===== src/pstc_pkg.sv =====
// Purpose: Shared constants, register map and arithmetic helpers for the system time clock.
// Assumes: 250 MHz core clock, APB register access with 32-bit data.
// Notes:   Time counts are derived from the printed times and the clock period.
`default_nettype none

package pstc_pkg;

    // ------------------------------------------------------------
    // Timing
    // ------------------------------------------------------------
    localparam int CLK_PERIOD_PS = 4000;
    localparam int UPDATE_NS = 40;
    localparam int PHASE_NS = 8;
    localparam int CYC_PER_UPDATE = (UPDATE_NS * 1000) / CLK_PERIOD_PS;
    localparam int CYC_PER_PHASE = (PHASE_NS * 1000) / CLK_PERIOD_PS;
    localparam logic [3:0] CYC_LAST = 4'(CYC_PER_UPDATE - 1);
    localparam logic [3:0] PHASE_DIV_LAST = 4'(CYC_PER_PHASE - 1);

    // ------------------------------------------------------------
    // Counter limits and increments
    // ------------------------------------------------------------
    localparam logic [29:0] NS_WRAP = 30'h3b9aca00;
    localparam logic [31:0] SUBNS_LIMIT = 32'h0fffffff;
    localparam logic [29:0] NS_INC_SLOW = 30'h00000027;
    localparam logic [29:0] NS_INC_NOM = 30'h00000028;
    localparam logic [29:0] NS_INC_FAST = 30'h00000029;

    // ------------------------------------------------------------
    // Register map (byte addresses)
    // ------------------------------------------------------------
    localparam logic [11:0] ADDR_CONTROL = 12'h600;
    localparam logic [11:0] ADDR_NANOSECONDS = 12'h604;
    localparam logic [11:0] ADDR_SECONDS = 12'h608;
    localparam logic [11:0] ADDR_SUB_PHASE = 12'h60c;
    localparam logic [11:0] ADDR_RATE = 12'h610;
    localparam logic [11:0] ADDR_DURATION = 12'h614;

    // Control register bit positions
    localparam int BIT_TIME_RESET = 0;
    localparam int BIT_TIME_ENABLE = 1;
    localparam int BIT_LOAD_TIME = 2;
    localparam int BIT_SNAPSHOT = 3;
    localparam int BIT_STEP_ADJUST = 4;
    localparam int BIT_STEP_DIR = 5;
    localparam int BIT_CONT_ADJUST = 6;
    localparam int BIT_RATE_DIR = 7;
    localparam int BIT_TIMED_ADJUST = 8;

    localparam logic [31:0] RESET_WORD = 32'h00000000;

    // Register selector from address decode
    typedef enum logic [2:0] {
        SEL_NONE = 3'h0,
        SEL_CONTROL = 3'h1,
        SEL_NANOSECONDS = 3'h2,
        SEL_SECONDS = 3'h3,
        SEL_SUB_PHASE = 3'h4,
        SEL_RATE = 3'h5,
        SEL_DURATION = 3'h6
    } pstc_sel_t;

    // Adds a delta to nanoseconds; bit 30 flags a wrap into the seconds
    function automatic logic [30:0] nsAdd(input logic [29:0] ns, input logic [29:0] delta);
        logic [30:0] sum;
        sum = {1'b0, ns} + {1'b0, delta};
        if (sum >= {1'b0, NS_WRAP}) begin
            nsAdd = {1'b1, 30'(sum - {1'b0, NS_WRAP})};
        end else begin
            nsAdd = sum;
        end
    endfunction : nsAdd

    // Subtracts a delta from nanoseconds; bit 30 flags a borrow from the seconds
    function automatic logic [30:0] nsSub(input logic [29:0] ns, input logic [29:0] delta);
        if (ns >= delta) begin
            nsSub = {1'b0, 30'(ns - delta)};
        end else begin
            nsSub = {1'b1, 30'(ns + NS_WRAP - delta)};
        end
    endfunction : nsSub

endpackage : pstc_pkg

`default_nettype wire


===== src/pstc_core_if.sv =====
// Purpose: Carrier between register front end and time counter core.
// Assumes: Single clock domain; all signals are levels or one-cycle pulses.
// Notes:   The ctl side drives commands, the core side returns the running time.
`default_nettype none

interface pstc_core_if;
    logic timeReset;
    logic timeEnable;
    logic load;
    logic [31:0] loadSec;
    logic [29:0] loadNs;
    logic [2:0] loadPhase;
    logic clearPhase;
    logic step;
    logic stepAdd;
    logic [29:0] stepNs;
    logic rateApply;
    logic rateNeg;
    logic [31:0] rate;
    logic [31:0] sec;
    logic [29:0] ns;
    logic [31:0] subns;
    logic [2:0] phase;
    logic tick;

    modport ctl (
        output timeReset, timeEnable, load, loadSec, loadNs, loadPhase, clearPhase,
        output step, stepAdd, stepNs, rateApply, rateNeg, rate,
        input sec, ns, subns, phase, tick
    );
    modport core (
        input timeReset, timeEnable, load, loadSec, loadNs, loadPhase, clearPhase,
        input step, stepAdd, stepNs, rateApply, rateNeg, rate,
        output sec, ns, subns, phase, tick
    );
endinterface : pstc_core_if

`default_nettype wire


===== src/pstc_time_core.sv =====
// Purpose: Running seconds, nanoseconds, sub-nanosecond and phase counters.
// Assumes: Commands arrive as one-cycle pulses from the register front end.
// Notes:   The 40 ns update and the step adjustment may land in the same cycle.
`default_nettype none

module pstc_time_core (
    input wire logic clk,
    input wire logic srst,
    pstc_core_if.core cif
);

    logic [3:0] cycCnt_q;
    logic [3:0] phDiv_q;
    logic [2:0] phase_q;
    logic [31:0] sec_q;
    logic [29:0] ns_q;
    logic [31:0] subns_q;
    logic tick;
    logic [32:0] subWide;
    logic [31:0] subns_d;
    logic subCarry;
    logic subBorrow;
    logic [29:0] nsInc;
    logic [30:0] afterTick;
    logic [30:0] afterStep;
    logic [31:0] sec_d;

    // ------------------------------------------------------------
    // Update interval and phase
    // ------------------------------------------------------------
    assign tick = cif.timeEnable && (cycCnt_q == pstc_pkg::CYC_LAST);

    // Interval counter and 8 ns phase counter
    always_ff @(posedge clk) begin
        if (srst || cif.timeReset || cif.clearPhase) begin
            cycCnt_q <= 4'h0;
            phDiv_q <= 4'h0;
            phase_q <= 3'h0;
        end else if (cif.load) begin
            cycCnt_q <= 4'(cif.loadPhase * pstc_pkg::CYC_PER_PHASE);
            phDiv_q <= 4'h0;
            phase_q <= cif.loadPhase;
        end else if (cif.timeEnable) begin
            if (tick) begin
                cycCnt_q <= 4'h0;
                phDiv_q <= 4'h0;
                phase_q <= 3'h0;
            end else begin
                cycCnt_q <= cycCnt_q + 4'h1;
                if (phDiv_q == pstc_pkg::PHASE_DIV_LAST) begin
                    phDiv_q <= 4'h0;
                    phase_q <= phase_q + 3'h1;
                end else begin
                    phDiv_q <= phDiv_q + 4'h1;
                end
            end
        end
    end

    // ------------------------------------------------------------
    // Next time value
    // ------------------------------------------------------------
    // Sub-nanosecond accumulation, nanosecond step and seconds carry
    always_comb begin
        subWide = 33'h0;
        subCarry = 1'b0;
        subBorrow = 1'b0;
        subns_d = subns_q;
        if (tick && cif.rateApply) begin
            if (!cif.rateNeg) begin
                subWide = {1'b0, subns_q} + {1'b0, cif.rate};
                if (subWide > {1'b0, pstc_pkg::SUBNS_LIMIT}) begin
                    subCarry = 1'b1;
                    subns_d = 32'(subWide - {1'b0, pstc_pkg::SUBNS_LIMIT} - 33'h1);
                end else begin
                    subns_d = subWide[31:0];
                end
            end else if (subns_q >= cif.rate) begin
                subns_d = subns_q - cif.rate;
            end else begin
                subBorrow = 1'b1;
                subWide = {1'b0, subns_q} + {1'b0, pstc_pkg::SUBNS_LIMIT} + 33'h1;
                subns_d = 32'(subWide - {1'b0, cif.rate});
            end
        end
        nsInc = subCarry ? pstc_pkg::NS_INC_FAST :
                (subBorrow ? pstc_pkg::NS_INC_SLOW : pstc_pkg::NS_INC_NOM);
        afterTick = tick ? pstc_pkg::nsAdd(ns_q, nsInc) : {1'b0, ns_q};
        afterStep = {1'b0, afterTick[29:0]};
        if (cif.step) begin
            afterStep = cif.stepAdd ? pstc_pkg::nsAdd(afterTick[29:0], cif.stepNs) :
                                      pstc_pkg::nsSub(afterTick[29:0], cif.stepNs);
        end
        sec_d = sec_q + {31'h0, afterTick[30]};
        if (cif.step && afterStep[30]) begin
            sec_d = cif.stepAdd ? sec_d + 32'h1 : sec_d - 32'h1;
        end
    end

    // Time registers
    always_ff @(posedge clk) begin
        if (srst || cif.timeReset) begin
            sec_q <= 32'h0;
            ns_q <= 30'h0;
            subns_q <= 32'h0;
        end else if (cif.load) begin
            sec_q <= cif.loadSec;
            ns_q <= cif.loadNs;
            subns_q <= 32'h0;
        end else begin
            sec_q <= sec_d;
            ns_q <= afterStep[29:0];
            subns_q <= subns_d;
        end
    end

    assign cif.sec = sec_q;
    assign cif.ns = ns_q;
    assign cif.subns = subns_q;
    assign cif.phase = phase_q;
    assign cif.tick = tick;

endmodule : pstc_time_core

`default_nettype wire


===== src/pstc_system_time_clock.sv =====
// Purpose: APB register front end and adjustment control of the system time clock.
// Assumes: APB master holds each request until pready; one wait state per transfer.
// Notes:   Time register reads return the last snapshot, writes fill holding registers.
`default_nettype none

module pstc_system_time_clock (
    input wire logic clk,
    input wire logic srst,
    input wire logic psel,
    input wire logic penable,
    input wire logic pwrite,
    input wire logic [11:0] paddr,
    input wire logic [31:0] pwdata,
    output logic [31:0] prdata,
    output logic pready,
    output logic pslverr,
    output logic [31:0] timeSec,
    output logic [29:0] timeNs,
    output logic [2:0] timePhase
);

    pstc_core_if cif ();

    // ------------------------------------------------------------
    // Address decode
    // ------------------------------------------------------------
    // Maps a byte address to a register selector
    function automatic pstc_pkg::pstc_sel_t decodeAddr(input logic [11:0] addr);
        if (addr == pstc_pkg::ADDR_CONTROL) begin
            decodeAddr = pstc_pkg::SEL_CONTROL;
        end else if (addr == pstc_pkg::ADDR_NANOSECONDS) begin
            decodeAddr = pstc_pkg::SEL_NANOSECONDS;
        end else if (addr == pstc_pkg::ADDR_SECONDS) begin
            decodeAddr = pstc_pkg::SEL_SECONDS;
        end else if (addr == pstc_pkg::ADDR_SUB_PHASE) begin
            decodeAddr = pstc_pkg::SEL_SUB_PHASE;
        end else if (addr == pstc_pkg::ADDR_RATE) begin
            decodeAddr = pstc_pkg::SEL_RATE;
        end else if (addr == pstc_pkg::ADDR_DURATION) begin
            decodeAddr = pstc_pkg::SEL_DURATION;
        end else begin
            decodeAddr = pstc_pkg::SEL_NONE;
        end
    endfunction : decodeAddr

    pstc_pkg::pstc_sel_t sel;
    logic pready_q;
    logic pslverr_q;
    logic [31:0] prdata_q;
    logic wrEn;
    logic accessFirst;

    assign sel = decodeAddr(paddr);
    assign accessFirst = psel && penable && !pready_q;
    assign wrEn = psel && penable && pready_q && pwrite && (sel != pstc_pkg::SEL_NONE);

    // ------------------------------------------------------------
    // Software-visible registers
    // ------------------------------------------------------------
    logic timeEnable_q;
    logic stepDir_q;
    logic contAdj_q;
    logic rateDir_q;
    logic [31:0] wrSec_q;
    logic [29:0] wrNs_q;
    logic [15:0] wrPhase_q;
    logic [31:0] rate_q;
    logic [31:0] duration_q;

    // Control levels held in the control register
    always_ff @(posedge clk) begin
        if (srst) begin
            timeEnable_q <= 1'b0;
            stepDir_q <= 1'b0;
            contAdj_q <= 1'b0;
            rateDir_q <= 1'b0;
        end else if (wrEn && sel == pstc_pkg::SEL_CONTROL) begin
            timeEnable_q <= pwdata[pstc_pkg::BIT_TIME_ENABLE];
            stepDir_q <= pwdata[pstc_pkg::BIT_STEP_DIR];
            contAdj_q <= pwdata[pstc_pkg::BIT_CONT_ADJUST];
            rateDir_q <= pwdata[pstc_pkg::BIT_RATE_DIR];
        end
    end

    // Time holding registers written by software
    always_ff @(posedge clk) begin
        if (srst) begin
            wrSec_q <= pstc_pkg::RESET_WORD;
            wrNs_q <= 30'h0;
            wrPhase_q <= 16'h0;
        end else if (wrEn) begin
            if (sel == pstc_pkg::SEL_SECONDS) begin
                wrSec_q <= pwdata;
            end else if (sel == pstc_pkg::SEL_NANOSECONDS) begin
                wrNs_q <= pwdata[29:0];
            end else if (sel == pstc_pkg::SEL_SUB_PHASE) begin
                wrPhase_q <= pwdata[15:0];
            end
        end
    end

    // Rate and duration registers
    always_ff @(posedge clk) begin
        if (srst) begin
            rate_q <= pstc_pkg::RESET_WORD;
            duration_q <= pstc_pkg::RESET_WORD;
        end else if (wrEn) begin
            if (sel == pstc_pkg::SEL_RATE) begin
                rate_q <= pwdata;
            end else if (sel == pstc_pkg::SEL_DURATION) begin
                duration_q <= pwdata;
            end
        end
    end

    // ------------------------------------------------------------
    // Command pulses
    // ------------------------------------------------------------
    logic timeReset_q;
    logic load_q;
    logic snap_q;
    logic step_q;
    logic clearPhase_q;
    logic timedStart_q;
    logic ctlWr;

    assign ctlWr = wrEn && sel == pstc_pkg::SEL_CONTROL;

    // One-cycle pulses from self-clearing control bits and time writes
    always_ff @(posedge clk) begin
        if (srst) begin
            timeReset_q <= 1'b0;
            load_q <= 1'b0;
            snap_q <= 1'b0;
            step_q <= 1'b0;
            clearPhase_q <= 1'b0;
            timedStart_q <= 1'b0;
        end else begin
            timeReset_q <= ctlWr && pwdata[pstc_pkg::BIT_TIME_RESET];
            load_q <= ctlWr && pwdata[pstc_pkg::BIT_LOAD_TIME];
            snap_q <= ctlWr && pwdata[pstc_pkg::BIT_SNAPSHOT];
            step_q <= ctlWr && pwdata[pstc_pkg::BIT_STEP_ADJUST];
            timedStart_q <= ctlWr && pwdata[pstc_pkg::BIT_TIMED_ADJUST];
            clearPhase_q <= wrEn && (sel == pstc_pkg::SEL_SECONDS ||
                                     sel == pstc_pkg::SEL_NANOSECONDS);
        end
    end

    // ------------------------------------------------------------
    // Timed adjustment
    // ------------------------------------------------------------
    logic timedRun_q;
    logic [31:0] timedRate_q;
    logic [31:0] timedDur_q;

    // Duration counts down once per update interval while running
    always_ff @(posedge clk) begin
        if (srst || timeReset_q) begin
            timedRun_q <= 1'b0;
            timedRate_q <= pstc_pkg::RESET_WORD;
            timedDur_q <= pstc_pkg::RESET_WORD;
        end else if (timedStart_q) begin
            timedRun_q <= duration_q != 32'h0;
            timedRate_q <= rate_q;
            timedDur_q <= duration_q;
        end else if (timedRun_q && cif.tick) begin
            timedDur_q <= timedDur_q - 32'h1;
            if (timedDur_q == 32'h1) begin
                timedRun_q <= 1'b0;
            end
        end
    end

    // ------------------------------------------------------------
    // Snapshot
    // ------------------------------------------------------------
    logic [31:0] snapSec_q;
    logic [29:0] snapNs_q;
    logic [2:0] snapPhase_q;

    // Coherent capture of the running time
    always_ff @(posedge clk) begin
        if (srst) begin
            snapSec_q <= 32'h0;
            snapNs_q <= 30'h0;
            snapPhase_q <= 3'h0;
        end else if (snap_q) begin
            snapSec_q <= cif.sec;
            snapNs_q <= cif.ns;
            snapPhase_q <= cif.phase;
        end
    end

    // ------------------------------------------------------------
    // Core connection
    // ------------------------------------------------------------
    assign cif.timeReset = timeReset_q;
    assign cif.timeEnable = timeEnable_q;
    assign cif.load = load_q;
    assign cif.loadSec = wrSec_q;
    assign cif.loadNs = wrNs_q;
    assign cif.loadPhase = wrPhase_q[2:0];
    assign cif.clearPhase = clearPhase_q;
    assign cif.step = step_q;
    assign cif.stepAdd = stepDir_q;
    assign cif.stepNs = wrNs_q;
    // Timed adjustment takes priority over continuous adjustment
    assign cif.rateApply = timedRun_q || (contAdj_q && rate_q != 32'h0);
    assign cif.rateNeg = rateDir_q;
    assign cif.rate = timedRun_q ? timedRate_q : rate_q;

    pstc_time_core u_core (
        .clk(clk),
        .srst(srst),
        .cif(cif)
    );

    // ------------------------------------------------------------
    // APB read path and response
    // ------------------------------------------------------------
    logic [31:0] rdMux;

    // Read data selection
    always_comb begin
        rdMux = 32'h0;
        if (sel == pstc_pkg::SEL_CONTROL) begin
            rdMux[pstc_pkg::BIT_TIME_ENABLE] = timeEnable_q;
            rdMux[pstc_pkg::BIT_STEP_DIR] = stepDir_q;
            rdMux[pstc_pkg::BIT_CONT_ADJUST] = contAdj_q;
            rdMux[pstc_pkg::BIT_RATE_DIR] = rateDir_q;
            rdMux[pstc_pkg::BIT_TIMED_ADJUST] = timedRun_q;
        end else if (sel == pstc_pkg::SEL_NANOSECONDS) begin
            rdMux = {2'b00, snapNs_q};
        end else if (sel == pstc_pkg::SEL_SECONDS) begin
            rdMux = snapSec_q;
        end else if (sel == pstc_pkg::SEL_SUB_PHASE) begin
            rdMux = {29'h0, snapPhase_q};
        end else if (sel == pstc_pkg::SEL_RATE) begin
            rdMux = rate_q;
        end else if (sel == pstc_pkg::SEL_DURATION) begin
            rdMux = duration_q;
        end
    end

    // One wait state: answer registered in the first access cycle
    always_ff @(posedge clk) begin
        if (srst) begin
            pready_q <= 1'b0;
            pslverr_q <= 1'b0;
            prdata_q <= 32'h0;
        end else if (accessFirst) begin
            pready_q <= 1'b1;
            pslverr_q <= sel == pstc_pkg::SEL_NONE;
            prdata_q <= pwrite ? 32'h0 : rdMux;
        end else begin
            pready_q <= 1'b0;
            pslverr_q <= 1'b0;
        end
    end

    assign prdata = prdata_q;
    assign pready = pready_q;
    assign pslverr = pslverr_q;
    assign timeSec = cif.sec;
    assign timeNs = cif.ns;
    assign timePhase = cif.phase;

endmodule : pstc_system_time_clock

`default_nettype wire


===== config.mk =====
export PLATFORM = sky130hd
export DESIGN_NAME = pstc_system_time_clock
export DESIGN_NICKNAME = d
export VERILOG_FILES = /design/src/pstc_pkg.sv /design/src/pstc_core_if.sv /design/src/pstc_time_core.sv /design/src/pstc_system_time_clock.sv
export SDC_FILE = /design/constraint.sdc
export NUM_CORES = 1
export LEC_CHECK = 0
export BUFFER_PORTS_ARGS = -buffer_cell sky130_fd_sc_hd__buf_4
export CAP_MARGIN = 20
export CORE_MARGIN = 4
export CORE_UTILIZATION = 23
export DETAILED_ROUTE_END_ITERATION = 8
export PLACE_DENSITY_LB_ADDON = 0.3
export SETUP_SLACK_MARGIN = 0.4
export SYNTH_ARGS = -nofsm -noshare
export SYNTH_HDL_FRONTEND = slang
export SYNTH_HIERARCHICAL = 1
export SYNTH_SLANG_ARGS = --single-unit

===== constraint.sdc =====
create_clock -name clk -period 16.6 [get_ports clk]
set_input_delay 3.32 -clock clk [delete_from_list [all_inputs] [get_ports clk]]
set_output_delay 3.32 -clock clk [all_outputs]
set_load 0.05 [all_outputs]

==> impl_metrics.py <==
metrics = {
    "cells_and_area": {
        "final_common_cell": "dfxtp_1",
        "regArea_um2": 8180,
        "multiInputGateArea_um2": 23900,
        "nFillCells": 15900,
        "final_layout_size_suffix_gt1_frac": 0.0987,
        "nets": 4578,
        "final_cells": 6184,
        "final_cell_area_um2": 38600,
        "area_delta_synth_final_pct": 13.5,
        "final_cell_mix": "dfxtp_1 (404), nor2_1 (356), a21oi_1 (276)",
    },
    "synth": {
        "synth_cell_type_count": 121,
        "syn-mean-instance-area_um2": 8.06,
        "yosys.area.top_type": "dfxtp_1",
        "synthCells": 4220,
        "ys_top_cells_by_area": "dfxtp_1 (24%), ha_1 (9.2%), mux2i_1 (7.6%), xnor2_1 (4.7%), nand2b_1 (4.3%)",
        "syn-num-nets": 4570,
        "ys_ff_latch": 408,
        "ys_seq_area_frac": 0.240,
        "synth_top_area_frac": 0.240,
        "async_flop_share": 0,
        "synth_flop_cell": "dfxtp_1",
        "synth_edf_count": 0,
        "syn_area_um2": 34000,
        "ys_warn_count": 6,
    },
    "routing": {
        "drt_first_pass_iters": 6,
        "dr_total_vias": 31900,
        "drt_wl_total_mm": 136,
        "drt_iter0_markers": 3351,
        "wl_per_cell_um": 21.9,
        "via_per_inst": 5.16,
        "drc": 0,
        "ant_nets": 0,
    },
    "clock_network": {
        "cts_tree": "yes",
        "post_cts_resized": 0,
        "cts_root_buf": "clkbuf_16",
        "insertion_delay_ns": 0.63,
        "path_clk_slew_ns": 0.07,
        "cts.path.max_buffers": 3,
        "cts_made_buffers": 45,
        "cts_hold_buf": 0,
        "clock_sinks": 408,
        "htree_levels": 2,
        "postCtsSetupRepairBufs": 0,
    },
    "global_route": {
        "antenna_found_initial": 3,
        "grt_use_total": 0.170,
        "grt_pass1_wl_mm": 199,
        "first_global_vias": 29800,
        "grt_max_degree": 83,
        "grt-ovfl-total": 0,
    },
    "critical_path": {
        "slowest_delay_ns": 0.74,
        "crit_cells": 53,
        "crit_required_ns": 17.10,
        "cp.arrival_ns": 15.70,
        "reg2reg_depth": 53,
        "worst_setup_path_end_kind": "flop",
        "rr_startpoint": "timedRun_q$_SDFFE_PP0P_",
        "r2r_setup_slack_ns": 1.41,
        "start_kind": "flop",
        "rr_endpoint": "u_core/cif.sec[31]$_SDFF_PP0_",
        "cp_slowest_cell": "dfxtp_1",
        "worstSetupPathType": "reg -> reg",
        "critPathMostFrequentCell": "ha_1",
        "crit_fanout": 55,
        "cp_top_family": "simple AND/OR/NAND/NOR gates",
        "crit_buf_inv": 3,
    },
    "place": {
        "dpl_cell_area_um2": 37000,
        "gp_congestion": 0.925,
        "port_buffers": 147,
        "dp_cells": 6096,
        "dp_hpwl_mm": 104,
    },
    "job": {
        "drv_cap": 0,
    },
    "sta": {
        "hold_viol": 0,
        "tns_ns": 0,
        "finalSetupViolCount": 0,
        "holdWs_ns": 0.453,
        "drv_slew": 0,
        "rsz0062_at_grt": "no",
        "clock_skew_ns": 0.0391,
        "worst_pin_slew_ns": 1.16,
        "min_period_ns": 15.19,
        "slew_headroom": 0.227,
        "min_period_over_period": 0.915,
        "max_freq_ghz": 0.0658,
    },
    "floorplanning": {
        "num_rows": 140,
        "core-area_um2": 146000,
        "die-height_um": 393,
        "start_util": 0.233,
        "die_w_um": 393,
        "die-area_um2": 154000,
        "pin_count": 148,
    },
    "pwr": {
        "peakVddDrop_mv": 0.0691,
        "leakage_nw": 15.2,
        "powerDensity_nw_per_um2": 56.8,
    },
    "worst_hold_path": {
        "hold_path.class": "reg -> reg",
        "worstHoldStart": "prdata[24]$_SDFFE_PP0P_",
        "hold_depth": 2,
        "min_delay_worst_endpoint": "prdata[24]$_SDFFE_PP0P_",
    },
    "outcome": {
        "status": "complete, no violations",
    },
}
[cell type report]
class                           count  share of cell area
Antenna cell                        2            0.000130
Multi-Input combinational cell   3302               0.619
Sequential cell                   408               0.212
Clock inverter                     24             0.00865
Tap cell                         1917              0.0621
Timing Repair Buffer              196              0.0383
Clock buffer                       60              0.0338
Inverter                          275              0.0267
[worst max-delay path by stage]
stage,to,start
6_report,u_core/cif.sec[31]$_SDFF_PP0_,timedRun_q$_SDFFE_PP0P_
5_1_grt,u_core/cif.sec[31]$_SDFF_PP0_,timedRun_q$_SDFFE_PP0P_
4_1_cts,u_core/cif.sec[31]$_SDFF_PP0_,timedRun_q$_SDFFE_PP0P_
3_5_place_dp,u_core/cif.sec[31]$_SDFF_PP0_,timedRun_q$_SDFFE_PP0P_
3_3_place_gp,u_core/cif.sec[31]$_SDFF_PP0_,timedRun_q$_SDFFE_PP0P_
2_1_floorplan,u_core/cif.sec[10]$_SDFF_PP0_,timedRun_q$_SDFFE_PP0P_
[cells by family after synthesis]
| family | after synthesis | share of synthesized area |
|---|---|---|
| simple gates | 1411 | 0.218 |
| buf+inv | 511 | 0.0590 |
| flops | 408 | 0.240 |
| xor+xnor | 258 | 0.0669 |
| compound gates | 1038 | 0.207 |
| fa+ha+maj | 301 | 0.122 |
| mux | 293 | 0.0876 |
[registers in the layout, summed over array words and instances (netlist names), 32 cells and up]
signal,count
rate_q,32
cif.loadSec,32
u_core/cif.sec,32
timedDur_q,32
u_core/cif.subns,32
prdata,32
timedRate_q,32
snapSec_q,32
duration_q,32
[per-layer routing]
layer,part of all wire,track usage,vias up
met5,0,0,-
met3,0.088,0.0395,162
met1,0.47,0.243,15500
li1,-,-,15100
met2,0.42,0.254,1126
met4,0.025,0.0437,0
[worst min-delay path, cell delays in order (launching register included)]
cell     delay [ns]
dfxtp_1        0.31
nand2_1        0.05
a21oi_1        0.05
[synth_stat cells, types with 36 or more instances]
cell and instances:
inv_1 269, nor2_1 358, fa_1 52, nand2_1 279, a31oi_1 59, mux2i_1 257, nand3_1 73, clkbuf_1 171
o21ai_0 211, a211oi_1 50, dfxtp_1 408, nor4_1 45, xor2_1 73, a21oi_1 276, o211ai_1 39, nand2b_1 235
xnor2_1 183, o31ai_1 37, nor3_1 97, ha_1 249, o2111ai_1 36, nand4_1 44
[report_power, final]
part	switching [W]	internal (W)
sequential	0.000000133	0.000979
clock	0.000472	0.000654
combinational	0.0000622	0.0000251
total	0.000534	0.00166
[per-stage QoR]
step / setup slack, ns / util / power, W
floorplan: 4.29 / - / 0.00104
global placement: 1.85 / 0.253 / 0.00109
detailed placement: 1.59 / 0.253 / 0.00109
CTS: 1.51 / 0.264 / 0.00222
global route: 0.401 / 0.264 / 0.00226
finish: 1.41 / 0.264 / 0.00219
Note: power is estimated with default switching activity, not from simulation.
